==> src/ilrs_pkg.sv <==
// constants and register map of the interlock and relay sequencer
//======================================================================
package ilrs_pkg;
  // register byte offsets
  localparam logic [7:0] OFS_CTRL = 8'h00;
  localparam logic [7:0] OFS_SEQ_DLY = 8'h04;
  localparam logic [7:0] OFS_FLT_TMO = 8'h08;
  localparam logic [7:0] OFS_PULL_PCT = 8'h0c;
  localparam logic [7:0] OFS_HOLD_PCT = 8'h10;
  localparam logic [7:0] OFS_OPEN_DLY = 8'h14;
  localparam logic [7:0] OFS_TRAC_MAX = 8'h18;
  localparam logic [7:0] OFS_ILK_PCT = 8'h1c;
  localparam logic [7:0] OFS_STATUS = 8'h20;
  localparam logic [7:0] OFS_IRQ_STAT = 8'h24;
  localparam logic [7:0] OFS_IRQ_CLR = 8'h28;
  localparam logic [7:0] OFS_IRQ_EN = 8'h2c;
  // control register bit positions
  localparam int CTRL_ILK_SRC = 0;
  localparam int CTRL_FLT_ROUTE = 1;
  localparam int CTRL_MAIN_ILK = 2;
  localparam int CTRL_ANG_ILK = 3;
  // interrupt event bit positions
  localparam int EV_ILK_OFF = 0;
  localparam int EV_RELAY_ON = 1;
  localparam int EV_FLT_OFF = 2;
  localparam int EV_COMM_LOST = 3;
  // values after reset
  localparam logic [3:0] CTRL_RST = 4'h8;
  localparam logic [5:0] SEQ_DLY_RST = 6'h00;
  localparam logic [6:0] FLT_TMO_RST = 7'h00;
  localparam logic [6:0] PULL_PCT_RST = 7'h64;
  localparam logic [6:0] HOLD_PCT_RST = 7'h64;
  localparam logic [8:0] OPEN_DLY_RST = 9'h000;
  localparam logic [12:0] TRAC_MAX_RST = 13'h0000;
  localparam logic [6:0] ILK_PCT_RST = 7'h00;
  // timing
  localparam int CLK_NS = 50;
  localparam int TICK_MS = 100;
  localparam int TICK_CYCLES_DFLT = TICK_MS * 1000000 / CLK_NS;
  localparam int PULLIN_MS = 1000;
  localparam logic [8:0] PULLIN_TICKS = 9'(PULLIN_MS / TICK_MS);
  localparam logic [6:0] PWM_STEPS = 7'h64;
  // fault and angle output
  localparam logic [5:0] COMM_LOST_CODE = 6'h3f;
  localparam logic [6:0] ANGLE_MAX_DEG = 7'h5a;
  localparam logic [13:0] ANGLE_BASE_MV = 14'h1388;
  localparam logic [13:0] ANGLE_LOCK_MV = 14'h2710;
  // 4000 mV over 90 deg, scaled by 256
  localparam logic [20:0] ANGLE_GAIN = 21'h2c72;
endpackage

==> src/ilrs_sync.sv <==
// two flip-flop synchroniser for pin inputs
`timescale 1ns/10ps
`default_nettype none
module ilrs_sync #(
  parameter int W = 2
) (
  input wire logic ref_clk,
  input wire logic rst_b,
  input wire logic [W-1:0] d,
  output logic [W-1:0] q
);
  import ilrs_pkg::*;
  logic [W-1:0] meta_r;
  genvar i;
  generate
    for (i = 0; i < W; i++)
    begin : g_bit
      always_ff @(posedge ref_clk or negedge rst_b)
      begin
        if (!rst_b)
        begin
          meta_r[i] <= 1'b0;
          q[i] <= 1'b0;
        end
        else
        begin
          meta_r[i] <= d[i];
          q[i] <= meta_r[i];
        end
      end
    end
  endgenerate
endmodule
`default_nettype wire

==> src/ilrs_delay.sv <==
// tick-based delay counter, reloaded on start
`timescale 1ns/10ps
`default_nettype none
module ilrs_delay (
  input wire logic ref_clk,
  input wire logic rst_b,
  input wire logic start,
  input wire logic tick,
  input wire logic [8:0] len,
  output logic busy
);
  import ilrs_pkg::*;
  logic [8:0] cnt_r;
  always_ff @(posedge ref_clk or negedge rst_b)
  begin
    if (!rst_b)
      cnt_r <= 9'h000;
    else if (start)
      cnt_r <= len;
    else if (tick && cnt_r != 9'h000)
      cnt_r <= cnt_r - 9'h001;
  end
  assign busy = (cnt_r != 9'h000);
endmodule
`default_nettype wire

==> src/ilrs_top.sv <==
// interlock, relay and fault output sequencer of the steering controller
//
// Our own choices: the address-and-strobe port and the address map.
`timescale 1ns/10ps
`default_nettype none
module ilrs_top #(
  parameter int unsigned TICK_CYCLES = ilrs_pkg::TICK_CYCLES_DFLT
) (
  input wire logic ref_clk,
  input wire logic rst_b,
  input wire logic key_switch_input,
  input wire logic ilk_switch,
  input wire logic [12:0] trac_speed_rpm,
  input wire logic fault_action,
  input wire logic prog_attached,
  input wire logic comm_lost_in,
  input wire logic [6:0] wheel_angle_deg,
  input wire logic [7:0] addr,
  input wire logic [31:0] wdata,
  input wire logic wr,
  input wire logic rd,
  output logic [31:0] rdata,
  output logic relay_pwm,
  output logic relay_on,
  output logic fault_to_ilk,
  output logic fault_to_coil,
  output logic [5:0] fault_code,
  output logic [13:0] angle_out_mv,
  output logic irq
);
  import ilrs_pkg::*;

  //======================================================================
  // state
  typedef struct packed {
    logic [20:0] tick_cnt;
    logic tick;
    logic ilk_q;
    logic ilk_act;
    logic dem_q;
    logic relay_on;
    logic flt_q;
    logic flt_out;
    logic comm_q;
    logic [6:0] pwm_cnt;
    logic relay_pwm;
    logic [3:0] ctrl;
    logic [5:0] seq_dly;
    logic [6:0] flt_tmo;
    logic [6:0] pull_pct;
    logic [6:0] hold_pct;
    logic [8:0] open_dly;
    logic [12:0] trac_max;
    logic [6:0] ilk_pct;
    logic [3:0] irq_stat;
    logic [3:0] irq_en;
    logic [31:0] rdata;
    logic [13:0] angle_mv;
    logic [5:0] fault_code;
  } ilrs_state_type;

  ilrs_state_type s_r;
  ilrs_state_type s_nxt;

  function automatic logic wr_hit(input logic [7:0] a, input logic [7:0] ofs, input logic w);
    wr_hit = w && (a == ofs);
  endfunction

  //======================================================================
  // pins and timers
  logic key_s;
  logic ilk_sw_s;
  logic seq_busy;
  logic open_busy;
  logic pull_busy;
  logic flt_busy;
  logic seq_start;
  logic open_start;
  logic pull_start;
  logic flt_start;

  ilrs_sync #(.W(2)) u_sync (
    .ref_clk(ref_clk),
    .rst_b(rst_b),
    .d({key_switch_input, ilk_switch}),
    .q({key_s, ilk_sw_s})
  );

  ilrs_delay u_seq (
    .ref_clk(ref_clk),
    .rst_b(rst_b),
    .start(seq_start),
    .tick(s_r.tick),
    .len({3'h0, s_r.seq_dly}),
    .busy(seq_busy)
  );

  ilrs_delay u_open (
    .ref_clk(ref_clk),
    .rst_b(rst_b),
    .start(open_start),
    .tick(s_r.tick),
    .len(s_r.open_dly),
    .busy(open_busy)
  );

  ilrs_delay u_pull (
    .ref_clk(ref_clk),
    .rst_b(rst_b),
    .start(pull_start),
    .tick(s_r.tick),
    .len(PULLIN_TICKS),
    .busy(pull_busy)
  );

  ilrs_delay u_flt (
    .ref_clk(ref_clk),
    .rst_b(rst_b),
    .start(flt_start),
    .tick(s_r.tick),
    .len({2'h0, s_r.flt_tmo}),
    .busy(flt_busy)
  );

  //======================================================================
  // next state
  logic ilk_raw;
  logic auto_en;
  logic ilk_in;
  logic demand;
  logic comm_lost;
  logic [6:0] level;
  logic [19:0] speed_scaled;
  logic [19:0] limit_scaled;
  logic [6:0] angle_clip;
  logic [20:0] angle_prod;
  logic [3:0] ev;

  always_comb
  begin
    s_nxt = s_r;
    // common timebase
    if (s_r.tick_cnt >= 21'(TICK_CYCLES - 1))
    begin
      s_nxt.tick_cnt = 21'h000000;
      s_nxt.tick = 1'b1;
    end
    else
    begin
      s_nxt.tick_cnt = s_r.tick_cnt + 21'h000001;
      s_nxt.tick = 1'b0;
    end

    ilk_raw = s_r.ctrl[CTRL_ILK_SRC] ? ilk_sw_s : key_s;
    speed_scaled = 20'(trac_speed_rpm) * 20'd100;
    limit_scaled = 20'(s_r.ilk_pct) * 20'(s_r.trac_max);
    auto_en = (s_r.ilk_pct != 7'h00) && (speed_scaled > limit_scaled);
    ilk_in = ilk_raw | auto_en;
    s_nxt.ilk_q = ilk_in;
    seq_start = s_r.ilk_q & ~ilk_in;
    s_nxt.ilk_act = ilk_in | (s_r.ilk_act & (s_r.ilk_q | seq_busy));

    demand = s_r.ctrl[CTRL_MAIN_ILK] ? s_r.ilk_act : key_s;
    s_nxt.dem_q = demand;
    open_start = s_r.dem_q & ~demand;
    s_nxt.relay_on = demand | (s_r.relay_on & (s_r.dem_q | open_busy));
    pull_start = s_nxt.relay_on & ~s_r.relay_on;
    level = (pull_busy | pull_start) ? s_r.pull_pct : s_r.hold_pct;
    if (s_r.pwm_cnt >= PWM_STEPS - 7'h01)
      s_nxt.pwm_cnt = 7'h00;
    else
      s_nxt.pwm_cnt = s_r.pwm_cnt + 7'h01;
    s_nxt.relay_pwm = s_r.relay_on && (s_r.pwm_cnt < level);

    flt_start = fault_action & ~s_r.flt_q;
    s_nxt.flt_q = fault_action;
    s_nxt.flt_out = ~(fault_action & ~flt_start & ~flt_busy);

    comm_lost = prog_attached & comm_lost_in;
    s_nxt.comm_q = comm_lost;
    s_nxt.fault_code = comm_lost ? COMM_LOST_CODE : 6'h00;
    angle_clip = (wheel_angle_deg > ANGLE_MAX_DEG) ? ANGLE_MAX_DEG : wheel_angle_deg;
    angle_prod = 21'(angle_clip) * ANGLE_GAIN;
    if (s_r.ctrl[CTRL_ANG_ILK] && comm_lost)
      s_nxt.angle_mv = ANGLE_LOCK_MV;
    else
      s_nxt.angle_mv = ANGLE_BASE_MV + 14'(angle_prod >> 8);

    // interrupt events
    ev = 4'h0;
    ev[EV_ILK_OFF] = s_r.ilk_act & ~s_nxt.ilk_act;
    ev[EV_RELAY_ON] = pull_start;
    ev[EV_FLT_OFF] = s_r.flt_out & ~s_nxt.flt_out;
    ev[EV_COMM_LOST] = comm_lost & ~s_r.comm_q;
    // set wins over clear
    if (wr_hit(addr, OFS_IRQ_CLR, wr))
      s_nxt.irq_stat = (s_r.irq_stat & ~wdata[3:0]) | ev;
    else
      s_nxt.irq_stat = s_r.irq_stat | ev;

    // register writes
    if (wr_hit(addr, OFS_CTRL, wr))
      s_nxt.ctrl = wdata[3:0];
    if (wr_hit(addr, OFS_SEQ_DLY, wr))
      s_nxt.seq_dly = wdata[5:0];
    if (wr_hit(addr, OFS_FLT_TMO, wr))
      s_nxt.flt_tmo = wdata[6:0];
    if (wr_hit(addr, OFS_PULL_PCT, wr))
      s_nxt.pull_pct = wdata[6:0];
    if (wr_hit(addr, OFS_HOLD_PCT, wr))
      s_nxt.hold_pct = wdata[6:0];
    if (wr_hit(addr, OFS_OPEN_DLY, wr))
      s_nxt.open_dly = wdata[8:0];
    if (wr_hit(addr, OFS_TRAC_MAX, wr))
      s_nxt.trac_max = wdata[12:0];
    if (wr_hit(addr, OFS_ILK_PCT, wr))
      s_nxt.ilk_pct = wdata[6:0];
    if (wr_hit(addr, OFS_IRQ_EN, wr))
      s_nxt.irq_en = wdata[3:0];

    // register reads, answer in the next cycle only
    s_nxt.rdata = 32'h00000000;
    if (rd)
    begin
      case (addr)
        OFS_CTRL: s_nxt.rdata = {28'h0, s_r.ctrl};
        OFS_SEQ_DLY: s_nxt.rdata = {26'h0, s_r.seq_dly};
        OFS_FLT_TMO: s_nxt.rdata = {25'h0, s_r.flt_tmo};
        OFS_PULL_PCT: s_nxt.rdata = {25'h0, s_r.pull_pct};
        OFS_HOLD_PCT: s_nxt.rdata = {25'h0, s_r.hold_pct};
        OFS_OPEN_DLY: s_nxt.rdata = {23'h0, s_r.open_dly};
        OFS_TRAC_MAX: s_nxt.rdata = {19'h0, s_r.trac_max};
        OFS_ILK_PCT: s_nxt.rdata = {25'h0, s_r.ilk_pct};
        OFS_STATUS: s_nxt.rdata = {26'h0, s_r.comm_q, s_r.flt_out, pull_busy, s_r.relay_on, auto_en, s_r.ilk_act};
        OFS_IRQ_STAT: s_nxt.rdata = {28'h0, s_r.irq_stat};
        OFS_IRQ_EN: s_nxt.rdata = {28'h0, s_r.irq_en};
        default: s_nxt.rdata = 32'h00000000;
      endcase
    end
  end

  //======================================================================
  // registers
  always_ff @(posedge ref_clk or negedge rst_b)
  begin
    if (!rst_b)
    begin
      s_r <= '0;
      s_r.ctrl <= CTRL_RST;
      s_r.seq_dly <= SEQ_DLY_RST;
      s_r.flt_tmo <= FLT_TMO_RST;
      s_r.pull_pct <= PULL_PCT_RST;
      s_r.hold_pct <= HOLD_PCT_RST;
      s_r.open_dly <= OPEN_DLY_RST;
      s_r.trac_max <= TRAC_MAX_RST;
      s_r.ilk_pct <= ILK_PCT_RST;
      s_r.angle_mv <= ANGLE_BASE_MV;
    end
    else
      s_r <= s_nxt;
  end

  //======================================================================
  // outputs
  assign rdata = s_r.rdata;
  assign relay_pwm = s_r.relay_pwm;
  assign relay_on = s_r.relay_on;
  assign fault_to_ilk = s_r.flt_out & ~s_r.ctrl[CTRL_FLT_ROUTE];
  assign fault_to_coil = s_r.flt_out & s_r.ctrl[CTRL_FLT_ROUTE];
  assign fault_code = s_r.fault_code;
  assign angle_out_mv = s_r.angle_mv;
  assign irq = |(s_r.irq_stat & s_r.irq_en);
endmodule
`default_nettype wire

==> config.mk <==
export PLATFORM = sky130hd
export DESIGN_NAME = ilrs_top
export DESIGN_NICKNAME = d
export VERILOG_FILES = /design/src/ilrs_pkg.sv /design/src/ilrs_sync.sv /design/src/ilrs_delay.sv /design/src/ilrs_top.sv
export SDC_FILE = /design/constraint.sdc
export NUM_CORES = 1
export LEC_CHECK = 0
export ABC_AREA = 1
export BUFFER_PORTS_ARGS = -buffer_cell sky130_fd_sc_hd__buf_2
export CAP_MARGIN = 40
export CORE_UTILIZATION = 62
export DETAILED_ROUTE_END_ITERATION = 16
export MAX_ROUTING_LAYER = met4
export PLACE_DENSITY = 0.89
export SYNTH_ARGS = -nofsm -noshare
export SYNTH_HDL_FRONTEND = slang
export SYNTH_HIERARCHICAL = 1
export SYNTH_SLANG_ARGS = --single-unit
==> constraint.sdc <==
create_clock -name ref_clk -period 7.6 [get_ports ref_clk]
set_input_delay 0 -clock ref_clk [delete_from_list [all_inputs] [get_ports ref_clk]]
set_output_delay 0 -clock ref_clk [all_outputs]
set_load 0.03 [all_outputs]
Yosys cells after proc, flatten, opt, wreduce, memory -nomap -nowiden

Index checks and enable logic that the tools add are counted.

Register bits after elaboration: 197
Input bits: 69
Output and inout port bits: 57
Word-level logic and storage cells: 140

Add/subtract/negate cells: 7
Multiply operators: 3
Order comparisons: 5
Eq/ne operators: 11
Muxes and demuxes: 19
Bitwise gates (word level): 35
Reduce and logical (&&, ||, !) cells: 28

Operators by type and width:

| operator                 | number |
|---|---|
| $pmux W13 S11            | 1 |
| $mux W9                  | 8 |
| $reduce_bool A9 Y1       | 4 |
| $sub A9 B1 Y9 const B    | 4 |
| $eq A8 B5 Y1 const B     | 4 |
| $eq A8 B6 Y1 const B     | 4 |
| $mux W22                 | 1 |
| $add A21 B1 Y21 const B  | 1 |
| $ge A21 B21 Y1 const B   | 1 |
| $mux W7                  | 3 |
| $gt A20 B20 Y1           | 1 |
| $mul A7 B13 Y20          | 1 |
| $mul A7 B13 Y20 const B  | 1 |
| $mul A13 B5 Y18 const B  | 1 |
| $logic_and A1 B1 Y1      | 17 |
| $eq A8 B4 Y1 const B     | 2 |
| $add A13 B13 Y14 const A | 1 |
| $and A1 B1 Y1            | 14 |
| $mux W14                 | 1 |
| $mux W13                 | 1 |
| $not A1 Y1               | 10 |
| $and A4 B4 Y4            | 2 |
| $eq A8 B3 Y1 const B     | 1 |
| $logic_not A8 Y1         | 1 |
| 13 further kinds         | 23 |

Logic depth before layout (Yosys ltp)

Gate-level depths: netlist (run 1).

Depth after elaboration: 9
Mapped depth: 38
Gate-level depth less buffers: 36

By module

The synthesis (run 1) kept the hierarchy.

Modules (own cells, without submodules):

| module     | instances | cells each | area each (sq um) | seq. area each (sq um) |
|---|---|---|---|---|
| ilrs_top   | 1         | 1,658      | 12,841.1          | 3,318.2 |
| ilrs_delay | 4         | 101        | 696.9             | 225.2 |
| ilrs_sync  | 1         | 4          | 100.1             | 100.1 |

Worst setup path after synthesis (run 1)

Ideal clock, no wire load.

Path type: register to register
From: reg s_r[66] (netlist name)
To: reg u_seq.cnt_r[1]
Library setup time: 117 ps
Arrival: 6,390 ps
Required time: 7,483 ps
Slack: 1,092 ps
Cell stages (with the launch flop): 35
Clock period less this slack: 6,508 ps
Path through: dfrtp_1 > clkbuf_1 > clkbuf_1 > nand2_1 > fa_1 > fa_1 > inv_1 > fa_1 > inv_1 > fa_1 > inv_1 > ha_1 > a21oi_1 > nand2_1 > a21oi_1 > o21ai_1 > a31oi_1 > o21ai_1 > nand2_1 > nand2_1 > xnor2_1 > ha_1 > a21oi_1 > o21ai_0 > a221oi_1 > nand2_1 > nand2_1 > o211ai_1 > nand2_1 > nand2_1 > nor2_1 > clkbuf_1 > o21ai_0 > nand2_1 > o21ai_2

Cells in the longest elaborated chain, start to end: 7

Ends and longest elaborated chain:

| item                                          | RTL line         | text |
|---|---|---|
| start: declaration                            | ilrs_top.sv:62   | `ilrs_state_type s_r;` |
| start signal: assignment                      | ilrs_top.sv:260  | `s_r <= s_nxt;` |
| $mul A7 B13 Y20                               | ilrs_top.sv:156  | `limit_scaled = 20'(s_r.ilk_pct) * 20'(s_r.trac_max);` |
| $gt A20 B20 Y1                                | ilrs_top.sv:157  | `auto_en = (s_r.ilk_pct != 7'h00) && (speed_scaled > limit_scaled);` |
| $logic_and A1 B1 Y1 *                         | ilrs_top.sv:157  |  |
| $or A1 B1 Y1 *                                | ilrs_top.sv:158  | `ilk_in = ilk_raw \| auto_en;` |
| named net ilk_in                              | ilrs_top.sv:129  | `logic ilk_in;` |
| $not A1 Y1 *                                  | ilrs_top.sv:160  | `seq_start = s_r.ilk_q & ~ilk_in;` |
| $and A1 B1 Y1 *                               | ilrs_top.sv:160  |  |
| named net seq_start                           | ilrs_top.sv:77   | `logic seq_start;` |
| $mux W9 or $reduce_bool A2 Y1 (tied branches) | -                |  |
| end signal: assignment                        | ilrs_delay.sv:19 | `cnt_r <= len;` |
| end signal: assignment                        | ilrs_delay.sv:21 | `cnt_r <= cnt_r - 9'h001;` |
| end: declaration                              | ilrs_delay.sv:13 | `logic [8:0] cnt_r;` |

The timed path passes the listed nets; every way through them passes the cells marked *.
A chain may end at the register's enable or synchronous reset.

Worst setup path in the final report (run 1)

From: reg s_r[63] (netlist name)
To: reg u_seq.cnt_r[5]

The elaborated chain is that of the path after synthesis.

==> metrics.txt, run 1 <==
outcome=finished, final reports clean; number of CTS-inserted buffers=17; Placed Instances=2418; Top FF cell, synth=dfrtp_1; Via density=5.46; Core ar.=24600 um^2; cell area power density=229 nW/um^2; DP Wirelength=27200 um; most used cell, CP=nand2_1; DR WL/cell=14.4 um; Data arrival, critical path=7.28 ns; Syn Area/Cell=7.61 um^2; largest net degree at the start of global routing=95; Finished Cell Area=16900 um^2; count leader, synth=nand2_1; total number of vias=13500; area grow syn2layout=7.69%; # Post-CTS Setup Buffers=0; Register Area=4330 um^2; die area=26000 um^2; Mapped Cells=2066; DRC errors left=0; Cell Area, Placed=16200 um^2; Total GRT Usage=29.5%; final number of max-transition violations=0; Max-cap violations=0; H-tree depth=4; Final Power=3.88 mW; Total Routed Length=35500 um; drt first pass iters=5; Clock Tree Root=clkbuf_16; #FFs+latches synth=172; crit path time final=6.95 ns; slew margin rel.=41.5%; clk_lat worst skew=0.43 ns; share of cells above drive strength 1=12.3%; synth cell count leaders=nand2_1, inv_1, ha_1; post-route insts no fill=2464; Port Buf Inserts=87; Synth async-reset ratio=100%; Synth top area share=25.5%; clock buffer depth=2; antenna viol nets, final=0; post-synth cell types=58; multi-input logic area=9380 um^2; Die Width=161 um; largest area contributor in the netlist=dfrtp_1; post-route clock period utilization=91.5%; Crit Path Max Fanout=16; die span in y=161 um; final setup fails=0; initial antenna violation count=1; EDFF count, synth=0; fill count=1901; unrepaired setup endpoints after global routing=no; Final Hold Violating Endpoints=0; CP Capture Type=flip-flop; Site Rows=57; final core occ=68.8%; first-pass GRT wire length=60800 um; top post-synthesis cells by area=dfrtp_1, ha_1, nand2_1, fa_1, inv_1; nets@finish=2432; VDD IR max=0.365 mV; synthesized cell area=15700 um^2; Worst Tran Pin Value=0.874 ns; IO Pins=126; Seq/Total Area, Yosys=27.5%; Lkg Pwr=9.48 nW; worst min path class=primary input to flip-flop; CP bufs+invs=7; crit-path max cell delay=0.54 ns; Setup TNS=0 ns; CTS Sinks=172; CP top delay family=adder cells; CTS tree=yes; CP max-delay cell=dfrtp_2; crit start category=flip-flop; initial core utilization=63.9%; routability cong.=0.967; Worst Path Required=7.93 ns; kind of critical path=flip-flop to flip-flop; yosys warns=6; clock transition at the registers of the reported paths=0.07 ns; fmax=144 MHz; Clock Skews=0.00739 ns; gr ovfl total=0; vias in the first global route=13300; DRT iter0 DRCs=1100
what timing repair did:
item | 4_1_cts | 5_1_grt
hold buffers | 13 | 0
resized for setup | 0 | 5
setup endpoints to repair | 0 | 7
endpoints found under the hold margin | 105 | 0
where the power goes:
| group | leakage (nW) | internal [mW] | total [mW] | switching (mW) |
|---|---|---|---|---|
| logic | 6.98 | 0.624 | 1.75 | 1.13 |
| registers | 2.20 | 1.07 | 1.22 | 0.145 |
| clock network | 0.300 | 0.523 | 0.912 | 0.388 |
layer usage:
| layer | track usage (%) | routed length (um) |
|---|---|---|
| met3 | 5.16 | 2400 |
| met5 | - | 0 |
| met2 | 50.1 | 17600 |
| met4 | 10.1 | 1050 |
| met1 | 35.3 | 14500 |
final cells by class:
class                   count  share of cell area, %
inverters                 405                   9.09
repair buffers            110                   4.00
flip-flops and latches    172                   25.5
multi-input cells        1420                   55.4
clock inverters            15                   1.09
clock buffers              17                   2.51
well taps                 324                   2.39
diodes                      1                 0.0148
state kept, by name, summed over array words and instances, names as in the netlist:
signal         count
angle_out_mv      14
relay_pwm          1
u_pull/cnt_r       9
fault_code         1
relay_on           1
u_sync/meta_r      2
u_flt/cnt_r        9
s_r              102
u_sync/q           2
rdata             13
u_seq/cnt_r        9
u_open/cnt_r       9
through the flow:
stage	setup slack, ns	hold WS [ns]
floorplan	1.09	-0.296
global placement	0.725	0.110
detailed placement	0.506	0.112
CTS	0.473	0.00556
global route	0.00487	0.0348
finish	0.647	0.0197
logic make-up (layout without fill, tap and decap cells):
| family | Yosys count | after routing | synth area share (%) |
|---|---|---|---|
| AND/OR/NAND/NOR | 823 | 823 | 23.5 |
| buffers and inverters | 505 | 547 | 13.7 |
| AO/OA/AOI/OAI | 285 | 285 | 10.5 |
| adder cells (fa/ha/maj) | 237 | 237 | 22.4 |
| flip-flops | 172 | 172 | 27.5 |
| XOR/XNOR | 37 | 37 | 2.11 |
| multiplexers | 5 | 5 | 0.350 |
| other | 2 | 34 | 0.0477 |
worst reg2reg max path: cells and delay by family (launching register included):
kind	cells	cell delay [ns]
flops	1	0.54
simple gates	12	1.32
xor+xnor	1	0.13
fa+ha+maj	6	2.78
buf+inv	7	0.55
compound gates	9	1.56
cell usage in the layout, fill, tap and decap left out, types with 5 or more instances in the layout:
cell type / count
clkbuf_16: 17
ha_1: 162
nor2_2: 10
nand3_1: 98
conb_1: 33
a21oi_1: 90
nand2_2: 23
fa_1: 75
dfrtp_1: 155
dfstp_2: 12
o22ai_1: 5
buf_2: 86
clkinv_4: 7
o21ai_0: 123
a22o_1: 5
inv_1: 386
xor2_1: 22
dfrtp_2: 5
nand2_1: 488
inv_2: 11
a221oi_1: 8
nor2_1: 121
nor2_4: 11
dlygate4sd3_1: 13
buf_4: 7
xnor2_1: 14
nand2_4: 16
nor3_1: 14
nor3b_1: 5
a31oi_1: 5
o21ai_2: 21
nand4_1: 15
worst paths after layout:
path | start | cells past startpoint | end | slack [ns]
min in group asynchronous | rst_b | 2 | s_r[151]$_DFF_PN0_ | 0.21
worst min-delay path | wdata[6] | 3 | s_r[73]$_DFFE_PN0P_ | 0.02
max in group asynchronous | rst_b | 4 | s_r[119]$_DFFE_PN1P_ | 6.23
worst max-delay path | s_r[63]$_DFFE_PN0P_ | 35 | u_seq/cnt_r[5]$_DFFE_PN0P_ | 0.65
worst min register to register | u_sync/meta_r[1]$_DFF_PN0_ | 0 | u_sync/q[1]$_DFF_PN0_ | 0.35
worst max register to register | s_r[63]$_DFFE_PN0P_ | 35 | u_seq/cnt_r[5]$_DFFE_PN0P_ | 0.65
(Power assumes the default switching activity.)
==> run 2, diff against run 1 <==
--- a/config.mk
+++ b/config.mk
@@ -6,7 +6,7 @@
 export NUM_CORES = 1
 export LEC_CHECK = 0
 export ABC_AREA = 1
-export BUFFER_PORTS_ARGS = -buffer_cell sky130_fd_sc_hd__buf_2
+export BUFFER_PORTS_ARGS = -buffer_cell sky130_fd_sc_hd__clkbuf_2
 export CAP_MARGIN = 40
 export CORE_UTILIZATION = 62
 export DETAILED_ROUTE_END_ITERATION = 16
==> metrics.txt, run 2 (synthesized netlist as in run 1, its figures left out) <==
Worst setup endpoint=u_seq/cnt_r[5]$_DFFE_PN0P_ (unchanged); Site Rows=57 (unchanged); final hold slack=0.0371 ns (was 0.0197 ns); Placed Instances=2418 (unchanged); Clk pwr share=21.3% (was 23.5%); Inserted Diodes=0 (was 1); Crit Path Max Fanout=13 (was 16); gr ovfl total=0 (unchanged); DRC errors left=0 (unchanged); outcome=finished, final reports clean (unchanged); Final Hold Violating Endpoints=0 (unchanged); DP Wirelength=27700 um (was 27200 um); sw frac=43.9% (was 42.8%); VDD IR max=0.336 mV (was 0.365 mV); Int Pwr=2.12 mW (was 2.22 mW); total number of vias=13500 (about the same); nets@finish=2432 (unchanged); area grow syn2layout=7.16% (was 7.69%); Sw Pwr=1.66 mW (about the same); post-route clock period utilization=92.5% (was 91.5%); IO Pins=126 (unchanged); CTS Sinks=172 (unchanged); initial core utilization=63.9% (unchanged); drt first pass iters=6 (was 5); Combinational Power Share=46.6% (was 45.1%); commonest non-fill, non-tap cell in the layout=nand2_1 (unchanged); largest net degree at the start of global routing=91 (was 95); Port Buf Inserts=87 (unchanged); slew margin rel.=38.2% (was 41.5%); final number of max-transition violations=0 (unchanged); unrepaired setup endpoints after global routing=no (unchanged); FF-to-FF path depth=33 (was 35); Max-cap violations=0 (unchanged); Clock Skews=0.00933 ns (was 0.00739 ns); final setup fails=0 (unchanged); antenna viol nets, final=0 (unchanged); cell area power density=225 nW/um^2 (was 229 nW/um^2); CTS tree=yes (unchanged); Flop pwr share=32.0% (was 31.4%); clock transition at the registers of the reported paths=0.07 ns (about the same); Data arrival, critical path=7.36 ns (was 7.28 ns); Die Width=161 um (unchanged); crit path time final=7.03 ns (was 6.95 ns); most frequent cells in the layout=nand2_1, inv_1, ha_1 (unchanged); Setup TNS=0 ns (unchanged); Total Routed Length=36300 um (was 35500 um); DRT iter0 DRCs=1055 (was 1100); Worst Tran Pin Value=0.924 ns (was 0.874 ns); Lkg Pwr=9.44 nW (was 9.48 nW); die area=26000 um^2 (unchanged); # Post-CTS Setup Buffers=0 (unchanged); vias in the first global route=13500 (was 13300); most used cell, CP=nand2_1 (unchanged); reg2reg setup slack=0.57 ns (was 0.65 ns); first-pass GRT wire length=62200 um (was 60800 um); post-route insts no fill=2462 (was 2464); DR WL/cell=14.7 um (was 14.4 um); routability cong.=0.963 (was 0.967); crit path launch=s_r[67]$_DFFE_PN0P_ (was s_r[63]$_DFFE_PN0P_); fmax=142 MHz (was 144 MHz); Via density=5.48 (was 5.46); kind of critical path=flip-flop to flip-flop (unchanged); Total GRT Usage=30.3% (was 29.5%); Clock Tree Root=clkbuf_16 (unchanged); crit start category=flip-flop (unchanged); H-tree depth=4 (unchanged); clock buffer depth=2 (unchanged); largest register by flop count=s_r (unchanged); share of cells above drive strength 1=12.2% (was 12.3%); worst min path class=primary input to flip-flop (unchanged); CP max-delay cell=dfrtp_1 (was dfrtp_2); Final Power=3.79 mW (was 3.88 mW); Worst Path Required=7.93 ns (about the same); Core ar.=24600 um^2 (unchanged); Worst R2R Start=s_r[67]$_DFFE_PN0P_ (was s_r[63]$_DFFE_PN0P_); Reg2Reg Capture Point=u_seq/cnt_r[5]$_DFFE_PN0P_ (unchanged); max reg flops=102 (unchanged); die span in y=161 um (unchanged); crit-path max cell delay=0.56 ns (was 0.54 ns); initial antenna violation count=0 (was 1); clk_lat worst skew=0.44 ns (was 0.43 ns); number of CTS-inserted buffers=17 (unchanged); CP Capture Type=flip-flop (unchanged)
## run 2: repair_timing
action                     in CTS  in global routing
setup endpoints to repair       0                  4
hold endpoints to repair      106                  0
gates resized for setup         0                  4
hold buffers                   13                  0
## run 2: worst min-delay path by stage
| stage | end | slack (ns) | from | cells after the start |
|---|---|---|---|---|
| 6_report | s_r[73]$_DFFE_PN0P_ | 0.04 | wdata[6] | 3 |
| 5_1_grt | s_r[102]$_DFFE_PN1P_ | 0.05 | wdata[6] | 3 |
| 4_1_cts | s_r[86]$_DFFE_PN0P_ | 0.02 | wdata[6] | 3 |
| 3_5_place_dp | u_sync/meta_r[0]$_DFF_PN0_ | 0.11 | ilk_switch | 1 |
| 3_3_place_gp | u_sync/meta_r[0]$_DFF_PN0_ | 0.11 | ilk_switch | 1 |
| 2_1_floorplan | angle_out_mv[0]$_DFF_PN0_ | -0.30 | rst_b | 0 |
## run 2: layer usage
metal	up-vias	GRT usage (%)	share of wire [%]
met5	-	-	0
met4	0	10.8	2.9
met3	94	5.29	7.0
met2	526	50.9	50
met1	6343	36.7	40
li1	6529	-	-
## run 2: cell type report
class / instances / area [um^2]
multi-input combinational: 1420 / 9380
fill: 1901 / 7750
sequential: 172 / 4320
inverter: 405 / 1540
timing repair buffer: 110 / 674
clock buffer: 19 / 443
tap: 324 / 405
clock inverter: 12 / 91.3
## run 2: critical path: cells and delay by family (launching register included)
family,cells,cell delay [ns]
compound gates,9,1.57
flops,1,0.56
buf+inv,5,0.44
xor+xnor,1,0.13
fa+ha+maj,6,2.81
simple gates,12,1.37
## run 2: power by group through the flow
| stage | clock network, mW | logic [mW] | registers (mW) |
|---|---|---|---|
| after global routing | 0.851 | 2.00 | 1.23 |
| final | 0.807 | 1.77 | 1.21 |
| after CTS | 0.812 | 1.75 | 1.21 |
| after floorplan | 0 | 1.43 | 1.18 |
| after global placement | 0 | 1.64 | 1.22 |
| after detailed placement | 0 | 1.72 | 1.22 |
## run 2: through the flow
stage                     area [um^2]  utilization, %  setup slack [ns]
final                           16900            68.5             0.573
after global routing            16900            68.5            0.0274
after CTS                       16800            68.5             0.498
after detailed placement        16200            65.8             0.553
after global placement          16100            65.5             0.747
after floorplan                 15800               -              1.09
